## src/design/bus_pin_pkg.sv

```systemverilog
// Package: constants and carrier types for the primary bus hold and pin control block
package bus_pin_pkg;
  // ****************************************************************
  // Widths and reset values
  // ****************************************************************
  localparam int ADDR_W = 24;
  localparam int DATA_W = 32;
  localparam int FLAG_N = 2;
  localparam logic [23:0] RESET_VECTOR_ADDR = 24'h000000;
  localparam int SYNC_STAGES = 3;
  localparam logic [2:0] SYNC_RESET = 3'h7;

  // ****************************************************************
  // Carrier types
  // ****************************************************************
  // Transfer request from the core side
  typedef struct packed {
    logic valid;
    logic write;
    logic [23:0] addr;
    logic [31:0] wdata;
  } xfer_req_t;

  // Pin drive bundle of the primary bus
  typedef struct packed {
    logic [23:0] addr;
    logic [31:0] dataOut;
    logic dataOe;
    logic strobeN;
    logic readNotWrite;
    logic busOe;
  } bus_pins_t;

  typedef enum logic [2:0] {
    ST_IDLE = 3'b001,
    ST_XFER = 3'b010,
    ST_HELD = 3'b100
  } bus_state_t;
endpackage : bus_pin_pkg

```

## src/design/pin_sync.sv

```systemverilog
// Module: three-stage synchroniser for an asynchronous pin input
`timescale 1ns/1ps
module pin_sync #(
  parameter logic RESET_VAL = 1'b1
) (
  input wire logic clk,
  input wire logic reset_n,
  input wire logic pinIn,
  output logic pinOut
);
  logic [2:0] stage_r;
  logic out_r;

  // ****************************************************************
  // Sampling chain
  // ****************************************************************
  // Shift the pin through three flops
  always_ff @(posedge clk) begin
    if (!reset_n) begin
      stage_r <= {3{RESET_VAL}};
    end else begin
      stage_r <= {stage_r[1:0], pinIn};
    end
  end

  // Change accepted once the second and third stages agree
  always_ff @(posedge clk) begin
    if (!reset_n) begin
      out_r <= RESET_VAL;
    end else if (stage_r[1] == stage_r[2]) begin
      out_r <= stage_r[2];
    end
  end

  assign pinOut = out_r;
endmodule : pin_sync

```

## src/design/primary_bus_hold_and_pin_control.sv

```systemverilog
// Module: primary bus hold handshake, shutdown float, acknowledge strobe and flag pins
//
// Functional notes
// - On hold request low, finish current transfer then float address, data, strobe, R/W
// - While held, start no transfer; leave hold on request high or hold-ignore set
// - Drive hold grant low for a low hold request; low means bus floating
// - Return hold grant high on request high or hold-ignore bit set
// - Stay reset while reset low; on release fetch from reset vector
// - Shutdown input low halts the device and floats every pin
// - Pulse interrupt acknowledge only when its instruction executes
// - Two flag pins as general I/O or interlock; float during shutdown or reset
`timescale 1ns/1ps
module primary_bus_hold_and_pin_control (
  input wire logic clk,
  input wire logic reset_n,
  input wire logic holdReq_n,
  input wire logic pin_shutdown_n,
  input wire logic readyIn,
  input wire logic hold_ignore_bit,
  input wire bus_pin_pkg::xfer_req_t xferReq,
  output logic xferAccept,
  output logic xferDone,
  output logic [31:0] xferRdata,
  input wire logic [31:0] external_data_lines_in,
  output bus_pin_pkg::bus_pins_t busPins,
  output logic bus_hold_grant_n,
  output logic holdGrantOe,
  input wire logic iackExec,
  output logic irq_ack_strobe,
  output logic irqAckOe,
  input wire logic [1:0] flagOutVal,
  input wire logic [1:0] flagOutEn,
  input wire logic [1:0] extFlagIn,
  output logic [1:0] extFlagSync,
  output logic ext_flag_0,
  output logic ext_flag_1,
  output logic [1:0] extFlagOe,
  output logic [23:0] fetchAddr,
  output logic fetchStart,
  output logic shutdownActive
);
  bus_pin_pkg::bus_state_t state_r;
  bus_pin_pkg::bus_pins_t pins_r;
  logic holdReqSync_n;
  logic shutdownSync_n;
  logic readySync;
  logic [1:0] flagSync;
  logic grant_r;
  logic grantOe_r;
  logic accept_r;
  logic done_r;
  logic [31:0] rdata_r;
  logic irq_ack_strobe_r;
  logic iackOe_r;
  logic [1:0] flagOut_r;
  logic [1:0] flagOe_r;
  logic [1:0] flagIn_r;
  logic [23:0] fetchAddr_r;
  logic fetchStart_r;
  logic fetchPending_r;
  logic shutdown_r;
  logic holdWanted;

  // ****************************************************************
  // Pin synchronisers
  // ****************************************************************
  pin_sync #(.RESET_VAL(1'b1)) uHoldSync (.clk(clk), .reset_n(reset_n),
    .pinIn(holdReq_n), .pinOut(holdReqSync_n));
  pin_sync #(.RESET_VAL(1'b1)) uShzSync (.clk(clk), .reset_n(reset_n),
    .pinIn(pin_shutdown_n), .pinOut(shutdownSync_n));
  pin_sync #(.RESET_VAL(1'b0)) uRdySync (.clk(clk), .reset_n(reset_n),
    .pinIn(readyIn), .pinOut(readySync));
  pin_sync #(.RESET_VAL(1'b0)) uFlag0Sync (.clk(clk), .reset_n(reset_n),
    .pinIn(extFlagIn[0]), .pinOut(flagSync[0]));
  pin_sync #(.RESET_VAL(1'b0)) uFlag1Sync (.clk(clk), .reset_n(reset_n),
    .pinIn(extFlagIn[1]), .pinOut(flagSync[1]));

  // Hold is wanted while request is low and not overridden
  assign holdWanted = !holdReqSync_n && !hold_ignore_bit;

  // ****************************************************************
  // Shutdown latch
  // ****************************************************************
  // Shutdown sticks until a reset taken with the input high
  always_ff @(posedge clk) begin
    if (!reset_n) begin
      shutdown_r <= 1'b0;
    end else if (!shutdownSync_n) begin
      shutdown_r <= 1'b1;
    end
  end

  // ****************************************************************
  // Bus transfer and hold state machine
  // ****************************************************************
  always_ff @(posedge clk) begin
    if (!reset_n || !shutdownSync_n || shutdown_r) begin
      state_r <= bus_pin_pkg::ST_IDLE;
      pins_r <= '0;
      pins_r.strobeN <= 1'b1;
      pins_r.readNotWrite <= 1'b1;
      accept_r <= 1'b0;
      done_r <= 1'b0;
      rdata_r <= '0;
    end else begin
      accept_r <= 1'b0;
      done_r <= 1'b0;
      unique case (state_r)
        bus_pin_pkg::ST_IDLE: begin
          if (holdWanted) begin
            state_r <= bus_pin_pkg::ST_HELD;
            pins_r.busOe <= 1'b0;
            pins_r.dataOe <= 1'b0;
            pins_r.strobeN <= 1'b1;
          end else begin
            pins_r.busOe <= 1'b1;
            // A ready left over from the last transfer must drain first
            if (xferReq.valid && !fetchPending_r && !readySync) begin
              state_r <= bus_pin_pkg::ST_XFER;
              accept_r <= 1'b1;
              pins_r.addr <= xferReq.addr;
              pins_r.dataOut <= xferReq.wdata;
              pins_r.dataOe <= xferReq.write;
              pins_r.readNotWrite <= !xferReq.write;
              pins_r.strobeN <= 1'b0;
            end
          end
        end
        bus_pin_pkg::ST_XFER: begin
          // Transfer ends on ready, even if a hold is waiting
          if (readySync) begin
            state_r <= bus_pin_pkg::ST_IDLE;
            done_r <= 1'b1;
            rdata_r <= external_data_lines_in;
            pins_r.strobeN <= 1'b1;
            pins_r.dataOe <= 1'b0;
            pins_r.readNotWrite <= 1'b1;
          end
        end
        bus_pin_pkg::ST_HELD: begin
          if (!holdWanted) begin
            state_r <= bus_pin_pkg::ST_IDLE;
            pins_r.busOe <= 1'b1;
          end
        end
      endcase
    end
  end

  // ****************************************************************
  // Hold grant output
  // ****************************************************************
  // Grant low only once the bus has floated; registered so glitch-free
  always_ff @(posedge clk) begin
    if (!reset_n || !shutdownSync_n || shutdown_r) begin
      grant_r <= 1'b1;
      grantOe_r <= 1'b0;
    end else begin
      grantOe_r <= 1'b1;
      grant_r <= !(state_r == bus_pin_pkg::ST_HELD && holdWanted);
    end
  end

  // ****************************************************************
  // Reset vector fetch
  // ****************************************************************
  // One fetch request from the reset vector after release
  always_ff @(posedge clk) begin
    if (!reset_n) begin
      fetchPending_r <= 1'b1;
      fetchStart_r <= 1'b0;
      fetchAddr_r <= bus_pin_pkg::RESET_VECTOR_ADDR;
    end else if (fetchPending_r && !shutdown_r && shutdownSync_n) begin
      fetchStart_r <= 1'b1;
      fetchPending_r <= 1'b0; // Cleared on the same edge, so the pulse is one cycle
    end else begin
      fetchStart_r <= 1'b0;
    end
  end

  // ****************************************************************
  // Interrupt acknowledge strobe
  // ****************************************************************
  always_ff @(posedge clk) begin
    if (!reset_n || !shutdownSync_n || shutdown_r) begin
      irq_ack_strobe_r <= 1'b1;
      iackOe_r <= 1'b0;
    end else begin
      iackOe_r <= 1'b1;
      irq_ack_strobe_r <= !iackExec;
    end
  end

  // ****************************************************************
  // External flag pins
  // ****************************************************************
  // Flags float while reset or shutdown is active
  always_ff @(posedge clk) begin
    if (!reset_n || !shutdownSync_n || shutdown_r) begin
      flagOut_r <= 2'h0;
      flagOe_r <= 2'h0;
      flagIn_r <= 2'h0;
    end else begin
      flagOut_r <= flagOutVal;
      flagOe_r <= flagOutEn;
      flagIn_r <= flagSync;
    end
  end

  // Shutdown flag reported to the core
  logic shutdownOut_r;
  always_ff @(posedge clk) begin
    if (!reset_n) begin
      shutdownOut_r <= 1'b0;
    end else begin
      shutdownOut_r <= shutdown_r || !shutdownSync_n;
    end
  end

  assign busPins = pins_r;
  assign xferAccept = accept_r;
  assign xferDone = done_r;
  assign xferRdata = rdata_r;
  assign bus_hold_grant_n = grant_r;
  assign holdGrantOe = grantOe_r;
  assign irq_ack_strobe = irq_ack_strobe_r;
  assign irqAckOe = iackOe_r;
  assign extFlagSync = flagIn_r;
  assign ext_flag_0 = flagOut_r[0];
  assign ext_flag_1 = flagOut_r[1];
  assign extFlagOe = flagOe_r;
  assign fetchAddr = fetchAddr_r;
  assign fetchStart = fetchStart_r;
  assign shutdownActive = shutdownOut_r;
endmodule : primary_bus_hold_and_pin_control

```

## config.mk

```make
export PLATFORM = sky130hd
export DESIGN_NAME = primary_bus_hold_and_pin_control
export DESIGN_NICKNAME = d
export VERILOG_FILES = /design/src/design/bus_pin_pkg.sv /design/src/design/pin_sync.sv /design/src/design/primary_bus_hold_and_pin_control.sv
export SDC_FILE = /design/constraint.sdc
export NUM_CORES = 1
export LEC_CHECK = 0
export BUFFER_PORTS_ARGS = -buffer_cell sky130_fd_sc_hd__buf_2
export CAP_MARGIN = 15
export CORE_ASPECT_RATIO = 1.5
export CORE_UTILIZATION = 40
export DETAILED_ROUTE_END_ITERATION = 8
export GPL_ROUTABILITY_DRIVEN = 0
export PLACE_DENSITY = 0.77
export SYNTH_ARGS = -nofsm -noshare
export SYNTH_HDL_FRONTEND = slang
export SYNTH_SLANG_ARGS = --single-unit
```

## constraint.sdc

```tcl
create_clock -name clk -period 1.5 [get_ports clk]
set_clock_uncertainty 0.2 [all_clocks]
set_input_delay 0.225 -clock clk [delete_from_list [all_inputs] [get_ports clk]]
set_output_delay 0.225 -clock clk [all_outputs]
set_load 0.005 [all_outputs]
```

Yosys cells after proc, flatten, opt, wreduce, memory -nomap -nowiden
Cells that the tools add are included.
{"block": "op_classes", "n_eq_ne": 13, "bitwise": 3, "mux": 17, "reduce_logical": 29}
{"operator": "$mux W3", "count": 6}
{"operator": "$logic_not A1 Y1", "count": 10}
{"operator": "$pmux W3 S3", "count": 1}
{"operator": "$reduce_and A3 Y1", "count": 3}
{"operator": "$mux W1", "count": 7}
{"operator": "$logic_and A1 B1 Y1", "count": 6}
{"operator": "$ne A2 B2 Y1 const B", "count": 3}
{"operator": "$pmux W3 S2", "count": 1}
{"operator": "$eq A1 B1 Y1", "count": 5}
{"operator": "$reduce_and A2 Y1", "count": 2}
{"operator": "$reduce_and A4 Y1", "count": 1}
{"operator": "$reduce_bool A2 Y1", "count": 2}
{"operator": "$eq A3 B1 Y1 const B", "count": 1}
{"operator": "$eq A3 B2 Y1 const B", "count": 1}
{"operator": "$eq A3 B3 Y1 const B", "count": 1}
{"operator": "$logic_or A1 B1 Y1", "count": 3}
{"operator": "$ne A3 B3 Y1 const B", "count": 1}
{"operator": "$not A1 Y1", "count": 3}
{"operator": "$reduce_or A3 Y1", "count": 1}
{"operator": "$mux W2", "count": 1}
{"operator": "$ne A2 B1 Y1 const B", "count": 1}
{"operator": "$pmux W1 S2", "count": 1}
{"operator": "$reduce_or A2 Y1", "count": 1}
{"block": "totals", "register_bits": 130, "in_bits": 103, "out_inout_bits": 130, "wordCells": 92}

Longest topological paths before layout
Gate-level depths: netlist (run 1).
{"block": "logic_depth", "ltp_word": 6, "depth_mapped": 7, "mapped_depth_nobuf": 4}

Modules after synthesis
Synthesis (run 1) repeated with hierarchy kept, for this count alone.
{"block": "unflattened", "hier_cells": 541, "hier_area_um2": 4601.9}
{"module": "primary_bus_hold_and_pin_control", "seq_area_each_um2": 2202.1, "area_per_inst_um2": 4027.6, "cells_per_inst": 491, "instances": 1}
{"module": "pin_sync (uFlag0Sync ...)", "seq_area_each_um2": 80.1, "area_per_inst_um2": 116.4, "cells_per_inst": 10, "instances": 3}
{"module": "pin_sync (uHoldSync ...)", "seq_area_each_um2": 80.1, "area_per_inst_um2": 112.6, "cells_per_inst": 10, "instances": 2}

Worst setup path before layout (run 1)
OpenSTA, ideal clock, no wires.
{"block": "synth_path", "path_kind": "register to register", "start": "register state_r[1]", "end": "register state_r[1]", "arrival_time_ns": 1.365, "period_less_slack_ns": 1.636, "setup_ns": 0.072, "stages_incl_launch_ff": 5, "setup_slack_ns": -0.136, "n_path_buf": 0, "required_ns": 1.228, "cell_sequence": "dfxtp_1 -> or4b_1 -> a21oi_2 -> nand2b_1 -> mux2i_1"}
{"block": "synth_between", "elab_chain_len": 3, "word_cells_on_any_way": 8, "cone_classes": "eq/ne: 6; mux: 1; reduce/logical: 1"}
{"item": "from (decl)", "line": "primary_bus_hold_and_pin_control.sv:42", "text": "bus_pin_pkg::bus_state_t state_r;"}
{"item": "from (signal assigned)", "line": "primary_bus_hold_and_pin_control.sv:98", "text": "state_r <= bus_pin_pkg::ST_IDLE;"}
{"item": "from (signal assigned)", "line": "primary_bus_hold_and_pin_control.sv:111", "text": "state_r <= bus_pin_pkg::ST_HELD;"}
{"item": "from (signal assigned)", "line": "primary_bus_hold_and_pin_control.sv:119", "text": "state_r <= bus_pin_pkg::ST_XFER;"}
{"item": "$eq A3 B1 Y1 (tied with other cells)", "line": "primary_bus_hold_and_pin_control.sv:108", "text": "unique case (state_r)"}
{"item": "$ne A3 B3 Y1 (no source line) (tied with other cells)"}
{"item": "$reduce_and A3 Y1 (no source line)"}
Several ways; a longest one is shown, not always the timed one.
A chain may end at the register's enable or synchronous reset.

Worst setup path in the final report (run 1)
{"block": "layout_path", "start": "register state_r[2]", "end": "register rdata_r[0], in the netlist xferRdata[0]"}
{"block": "layout_between", "elab_chain_len": 2}
{"item": "$eq A3 B2 Y1", "line": "primary_bus_hold_and_pin_control.sv:108"}
{"item": "$reduce_and A2 Y1 (no source line)"}
{"item": "to (signal assigned)", "line": "primary_bus_hold_and_pin_control.sv:134", "text": "rdata_r <= external_data_lines_in;"}
{"item": "to (decl)", "line": "primary_bus_hold_and_pin_control.sv:52", "text": "logic [31:0] rdata_r;"}
Every way passes these cells.

==> results of run 1 <==
worst max-delay path, delay by kind of cell (launching register included):
kind	cells	cell delay (ns)
and+or+nand+nor	3	0.46
buffers and inverters	3	0.43
DFF	1	0.38
AOI/OAI and AO/OA	1	0.20
logic make-up (layout without fill, tap and decap cells):
group	after synthesis	count (layout)	share of synthesized area
and+or+nand+nor	242	242	0.2298
DFF	130	130	0.5603
AOI/OAI and AO/OA	109	109	0.1202
buffers and inverters	60	395	0.08243
muxes	3	3	0.006466
other	1	25	0.0008074
synthesized netlist by cell type, types with 2 or more instances:
library cell,instances,area [µm²]
inv_1,2,7.510
dfxtp_1,130,2603
mux2i_1,3,30.03
or3b_1,2,17.52
buf_6,6,67.56
nor3b_2,2,25.02
buf_4,27,202.7
nor2_1,8,30.03
nor3_1,2,10.01
nand3b_1,4,30.03
o21ai_0,8,40.04
buf_2,9,45.04
and2_1,18,112.6
nand2_1,186,698.2
nor3b_1,2,15.01
nand2b_1,10,62.56
clkbuf_1,15,56.30
a21oi_1,95,475.5
metal layers:
| metal | vias up | track usage | share of wire |
|---|---|---|---|
| met4 | 0 | 0.1201 | 0.046 |
| li1 | 2413 | - | - |
| met2 | 260 | 0.4350 | 0.55 |
| met1 | 2401 | 0.2318 | 0.35 |
| met5 | - | 0 | 0 |
| met3 | 63 | 0.05556 | 0.063 |
worst paths after layout:
kind | end | slack, ns | from | cells after the start
hold reg to reg | uShzSync.stage_r[1] | 0.21 | uShzSync.stage_r[0] | 1
hold / removal | uShzSync.stage_r[0] | 0.03 | reset_n | 3
setup reg to reg | xferRdata[0] | -0.25 | state_r[2] | 7
setup / recovery | xferRdata[0] | -0.25 | state_r[2] | 7
through the flow:
step	utilization	std cells	TNS, ns
6_report	0.7665	1051	-11.81
5_1_grt	0.7663	1050	-16.88
3_3_place_gp	0.5288	892	-6.447
3_5_place_dp	0.5288	892	-7.332
2_1_floorplan	-	568	-1.497
4_1_cts	0.6770	1026	-4.109
flip-flops by register name (all words and copies together), names as in the netlist, 2 cells and up:
name,count
uFlag1Sync.stage_r,3
xferRdata,32
uHoldSync.stage_r,3
extFlagSync,2
extFlagOe,2
busPins,60
uFlag0Sync.stage_r,3
flagOut_r,2
state_r,3
uShzSync.stage_r,3
uRdySync.stage_r,3
area by class of cell:
| cell class | instances | area [µm²] | area share |
|---|---|---|---|
| antenna | 1 | 2.502 | 0.0002922 |
| clock buffer | 19 | 452.9 | 0.05289 |
| clock inverter | 13 | 127.6 | 0.01490 |
| inverter | 2 | 7.507 | 0.0008766 |
| multi-input combinational | 378 | 2342 | 0.2735 |
| sequential | 130 | 2620 | 0.3059 |
| tap | 147 | 183.9 | 0.02148 |
| timing repair buffer | 361 | 2828 | 0.3302 |
report_power, final:
part           switching (mW)  total, mW  internal, mW
sequential              0.126       3.77          3.65
combinational           0.808       1.77         0.962
clock                    1.61       4.01          2.40
total                    2.54       9.55          7.00
repair_timing:
item,in CTS,in global routing
endpoints found under the hold margin,101,0
setup endpoints to repair,93,96
gates cloned,1,15
pin swaps,1,37
hold buffers,100,0
resized for setup,14,159
setup buffers,1,9
==> results.md, run 1 <==
* Final-stage net count at 993
* Layout area overhead at 84.40%
* DIE AREA at 12050 µm²
* Sink Count at 130
* Routed WL per cell at 16.77 µm
* IO Pins at 233
* WS Path Type: reg2reg
* Routed wire length at 17620 µm
* Final worst setup slack at -0.2511 ns
* GRT overflow at 0
* Netlist cell types at 34
* Yosys warns at 0
* Commonest cells after routing, fill and taps aside: buf_2, nand2_1, dfxtp_1, dlygate4sd3_1, a21oi_2
* Critical Path, Cell by Cell: nand2b_4 -> buf_12 -> nor3b_4 -> buf_12 -> buf_8 -> nand2_1 -> a21oi_1
* Largest net degree at the start of global routing at 42
* Failing checks: setup timing
* Vias in the first global route at 4667
* Data required time of the worst path at 1.62 ns
* Worst-path clk slew at 0.07 ns
* Fillers at 657
* Syn avg cell area at 8.522 µm²
* Crit path top cell by count: buf_12
* Final count of pins violating max slew at 0
* Final Hold Fails at 0
* Worst hold margin at 0.02817 ns
* Post-DP Area at 5908 µm²
* H-Tree Level Count at 4
* First-pass GRT wire length at 21930 µm
* Pre-CTS setup slack at -0.1385 ns
* Post-Synthesis Cells at 545
* Most common flop cell mapped by yosys: dfxtp_1
* RSZ-0062 raised after global routing: yes
* Antenna violations before repair at 0
* DRT Pass-1 Iters at 4
* Post-DP HPWL at 7845 µm
* Async set or reset register ratio after synthesis at 0
* Root buf cell: clkbuf_16
* Starting density of the core at 0.4157
* Routed vias/inst at 4.888
* Core Area at 11170 µm²
* Via count at 5137
* Die height at 134.0 µm
* Critical path's slowest cell: dfxtp_4
* Critical Path Fanout Max at 8
* Site row count at 47
* Initial drt markers at 199
* Fin area at 8564 µm²
* Post-route ant nets at 0
* Final period demand of the worst path at 1.751 ns
* Max Freq at 571.1 MHz
* Maximum root-to-sink buffer count at 2
* Total track usage at 0.2299
* Post-Synthesis Cell Area at 4644 µm²
* Drc violations at 0
* CTS Buf Count at 17
* Layout cell share with drive strength beyond 1 at 0.4729
* Final period utilization at 1.167
* Max capacitance violation total at 0
* Post-synth EDFFs at 0
* Power per standard cell area at 1115 nW/µm²
* #FFs+latches synth at 130
* Final setup violating endpoints at 94
* Die Wd at 89.98 µm
* Tot Pwr at 9.550 mW
* Worst skew pair latency at 0.41 ns
* Leakage power at 3.732 nW
* Largest stage delay on the critical path at 0.38 ns
* Worst Setup End Kind: flip-flop
* Register area share after synthesis at 0.5603
* CTS tree: done
* Startpoint types: flip-flop
* Most common cell after layout, fill and taps aside: buf_2
* Worst path arrival time at 1.87 ns
* Status: finished, violations left
* Hold/Removal Path Class: in2reg
* Max VDD drop at 0.9401 mV
* PortBufs at 208
No activity file was read; power rests on OpenSTA's default activity.
==> run 2, diff against run 1 <==
- CORE_UTILIZATION: 40 -> 41
- PLACE_DENSITY: 0.77 -> 0.79
==> run 2 against run 1 <==
Effect of this change:
- the run still ends with setup timing left
- via count fell by 0.21%
- setup slack better by 0.083 ns
- global-route usage increased by 1.4 points
- sequential share of layout area is 0.95 points higher
- first-iteration DRC count grew 5.0%
- count of clock-buffer cells in the layout up 2
- register-to-register slack better by 0.08 ns
- fmax is 5.0% higher
- clock power increased by 19%
- combinational power barely moved
- final cell count decreased by 0.38%
- flip-flop and latch count stayed put
- largest power group unchanged
- highest routed layer unchanged
==> results.md, run 2 (synthesis results as in run 1) <==
* Layout cell share with drive strength beyond 1 at 0.4189 (-0.05398)
* Final-stage net count at 990 (-0.30%)
* Max reg flops at 60 (unchanged)
* Critical Path Fanout Max at 9 (+1)
* DIE AREA at 11770 µm² (-2.4%)
* Max Freq at 599.6 MHz (+5.0%)
* Drc violations at 0 (unchanged)
* Final period utilization at 1.112 (-0.05558)
* First-pass GRT wire length at 21820 µm (-0.51%)
* Sink Count at 130 (unchanged)
* RSZ-0062 raised after global routing: yes
* Max VDD drop at 0.8951 mV (-4.8%)
* Commonest cells after routing, fill and taps aside: buf_2, nand2_1, dfxtp_1, dlygate4sd3_1, a21oi_1
* Power per standard cell area at 1239 nW/µm² (+11%)
* Post-route ant nets at 0 (unchanged)
* Largest net degree at the start of global routing at 42 (unchanged)
* Die Wd at 88.90 µm (-1.2%)
* GRT overflow at 0 (unchanged)
* Max capacitance violation total at 0 (unchanged)
* Flop pwr share at 0.367 (-0.028)
* Final period demand of the worst path at 1.668 ns (-0.08338 ns)
* Final Hold Fails at 0 (unchanged)
* Initial drt markers at 209 (+5.0%)
* IO Pins at 233 (unchanged)
* Worst skew pair latency at 0.40 ns (about the same)
* Worst path arrival time at 1.80 ns (-0.07 ns)
* Int Pwr at 7.826 mW (+12%)
* Final count of pins violating max slew at 0 (unchanged)
* Worst-path clk slew at 0.05 ns (-0.02 ns)
* Clock power frac at 0.463 (+0.043)
* Sw frac at 0.2390 (-0.02745)
* Via count at 5126 (-0.21%)
* Sw power at 2.458 mW (-3.4%)
* Diode count at 0 (-1)
* Layout area overhead at 78.66%
* Logic pwr share at 0.170 (-0.015)
* CTS Buf Count at 17 (unchanged)
* Worst Setup End Kind: flip-flop
* Total track usage at 0.2438 (+0.01386)
* CTS tree: done
* Hold/Removal Path Class: in2reg
* Final worst setup slack at -0.1677 ns (+0.08338 ns)
* Fin util at 0.7506 (-0.01595)
* Antenna violations before repair at 0 (unchanged)
* Maximum root-to-sink buffer count at 2 (unchanged)
* Leakage power at 3.706 nW (-0.69%)
* H-Tree Level Count at 4 (unchanged)
* Tot Pwr at 10.28 mW (+7.7%)
* Failing checks: setup timing
* Final setup violating endpoints at 95 (+1.1%)
* Data required time of the worst path at 1.63 ns (about the same)
* WS Path Type: reg2reg
* Die height at 132.4 µm (-1.2%)
* DRT Pass-1 Iters at 5 (+1)
* Worst hold margin at 0.1459 ns (+0.1177 ns)
* PortBufs at 208 (unchanged)
* Root buf cell: clkbuf_16
* Startpoint types: flip-flop
* Starting density of the core at 0.4201 (+0.004422)
* Routed wire length at 16760 µm (-4.9%)
* Routed vias/inst at 4.896 (+0.17%)
* Routed WL per cell at 16.00 µm (-4.5%)
* Core Area at 11060 µm² (-1.1%)
* Vias in the first global route at 4847 (+3.9%)
* Status: finished, violations left
* Most common cell after layout, fill and taps aside: buf_2
* Post-DP HPWL at 7867 µm (+0.28%)
* Site row count at 47 (unchanged)
-- run 2: changes by cell type in the layout (fill, tap and decap cells not counted), sizes merged --
cell          before  now
clkbuf            30   27
inv                6    4
dlygate4sd3      100  101
clkinv             5    2
bufinv             1    6
clkinvlp           3    1
diode              1    0
dlymetal6s2s       0    1
-- run 2: layout make-up --
type	count	area [µm²]
Tap cell	147	183.9
Timing Repair Buffer	358	2731
Multi-Input combinational cell	378	2074
Clock inverter	11	222.7
Sequential cell	130	2618
Clock buffer	21	460.4
Inverter	2	7.507
Fill cell	704	2758
-- run 2: worst paths after layout --
kind / from / to / slack (ns) / cells after the start
max: state_r[0] / busPins[16] / -0.17 / 6
min: hold_ignore_bit / state_r[2] / 0.15 / 5
max reg2reg: state_r[0] / busPins[16] / -0.17 / 6
min reg2reg: uShzSync.stage_r[0] / uShzSync.stage_r[1] / 0.22 / 1
-- run 2: worst max-delay path, cell delays in order (launching register included) --
cell and delay [ns]:
dfxtp_4 0.38, nor3b_4 0.23, and3b_2 0.24, buf_12 0.15, buf_12 0.14, nand2_1 0.09, a21oi_2 0.14
-- run 2: metal layers --
metal / vias up / GRT usage / wire length [µm]
met3: 79 / 0.07201 / 1113
met1: 2371 / 0.2304 / 5956
li1: 2403 / - / -
met5: - / 0 / 0
met4: 0 / 0.1487 / 959
met2: 273 / 0.4436 / 8727
-- run 2: what timing repair did --
action                                 CTS  global route
setup endpoints to repair               94           102
gates cloned                             2            10
setup buffers                            6             7
endpoints found under the hold margin  105             0
hold buffers                           101             0
resized for setup                       19            86
pin swaps                                2            16
-- run 2: per-stage QoR --
step	TNS, ns	instance area, µm²	worst slack [ns]	std cells
finish	-9.968	8298	-0.1677	1047
global route	-14.15	8298	-0.2294	1047
CTS	-4.952	7721	-0.1047	1030
detailed placement	-6.582	5873	-0.1263	889
global placement	-4.544	5873	-0.09407	889
floorplan	-1.497	4793	-0.05848	568
-- run 2: power by group through the flow --
stage | clock (mW) | combinational [mW] | sequential (mW)
floorplan | 0 | 0.622 | 3.83
global placement | 0 | 1.02 | 3.82
detailed placement | 0 | 1.04 | 3.83
CTS | 4.81 | 1.43 | 3.76
global route | 4.97 | 1.87 | 3.79
finish | 4.76 | 1.75 | 3.77
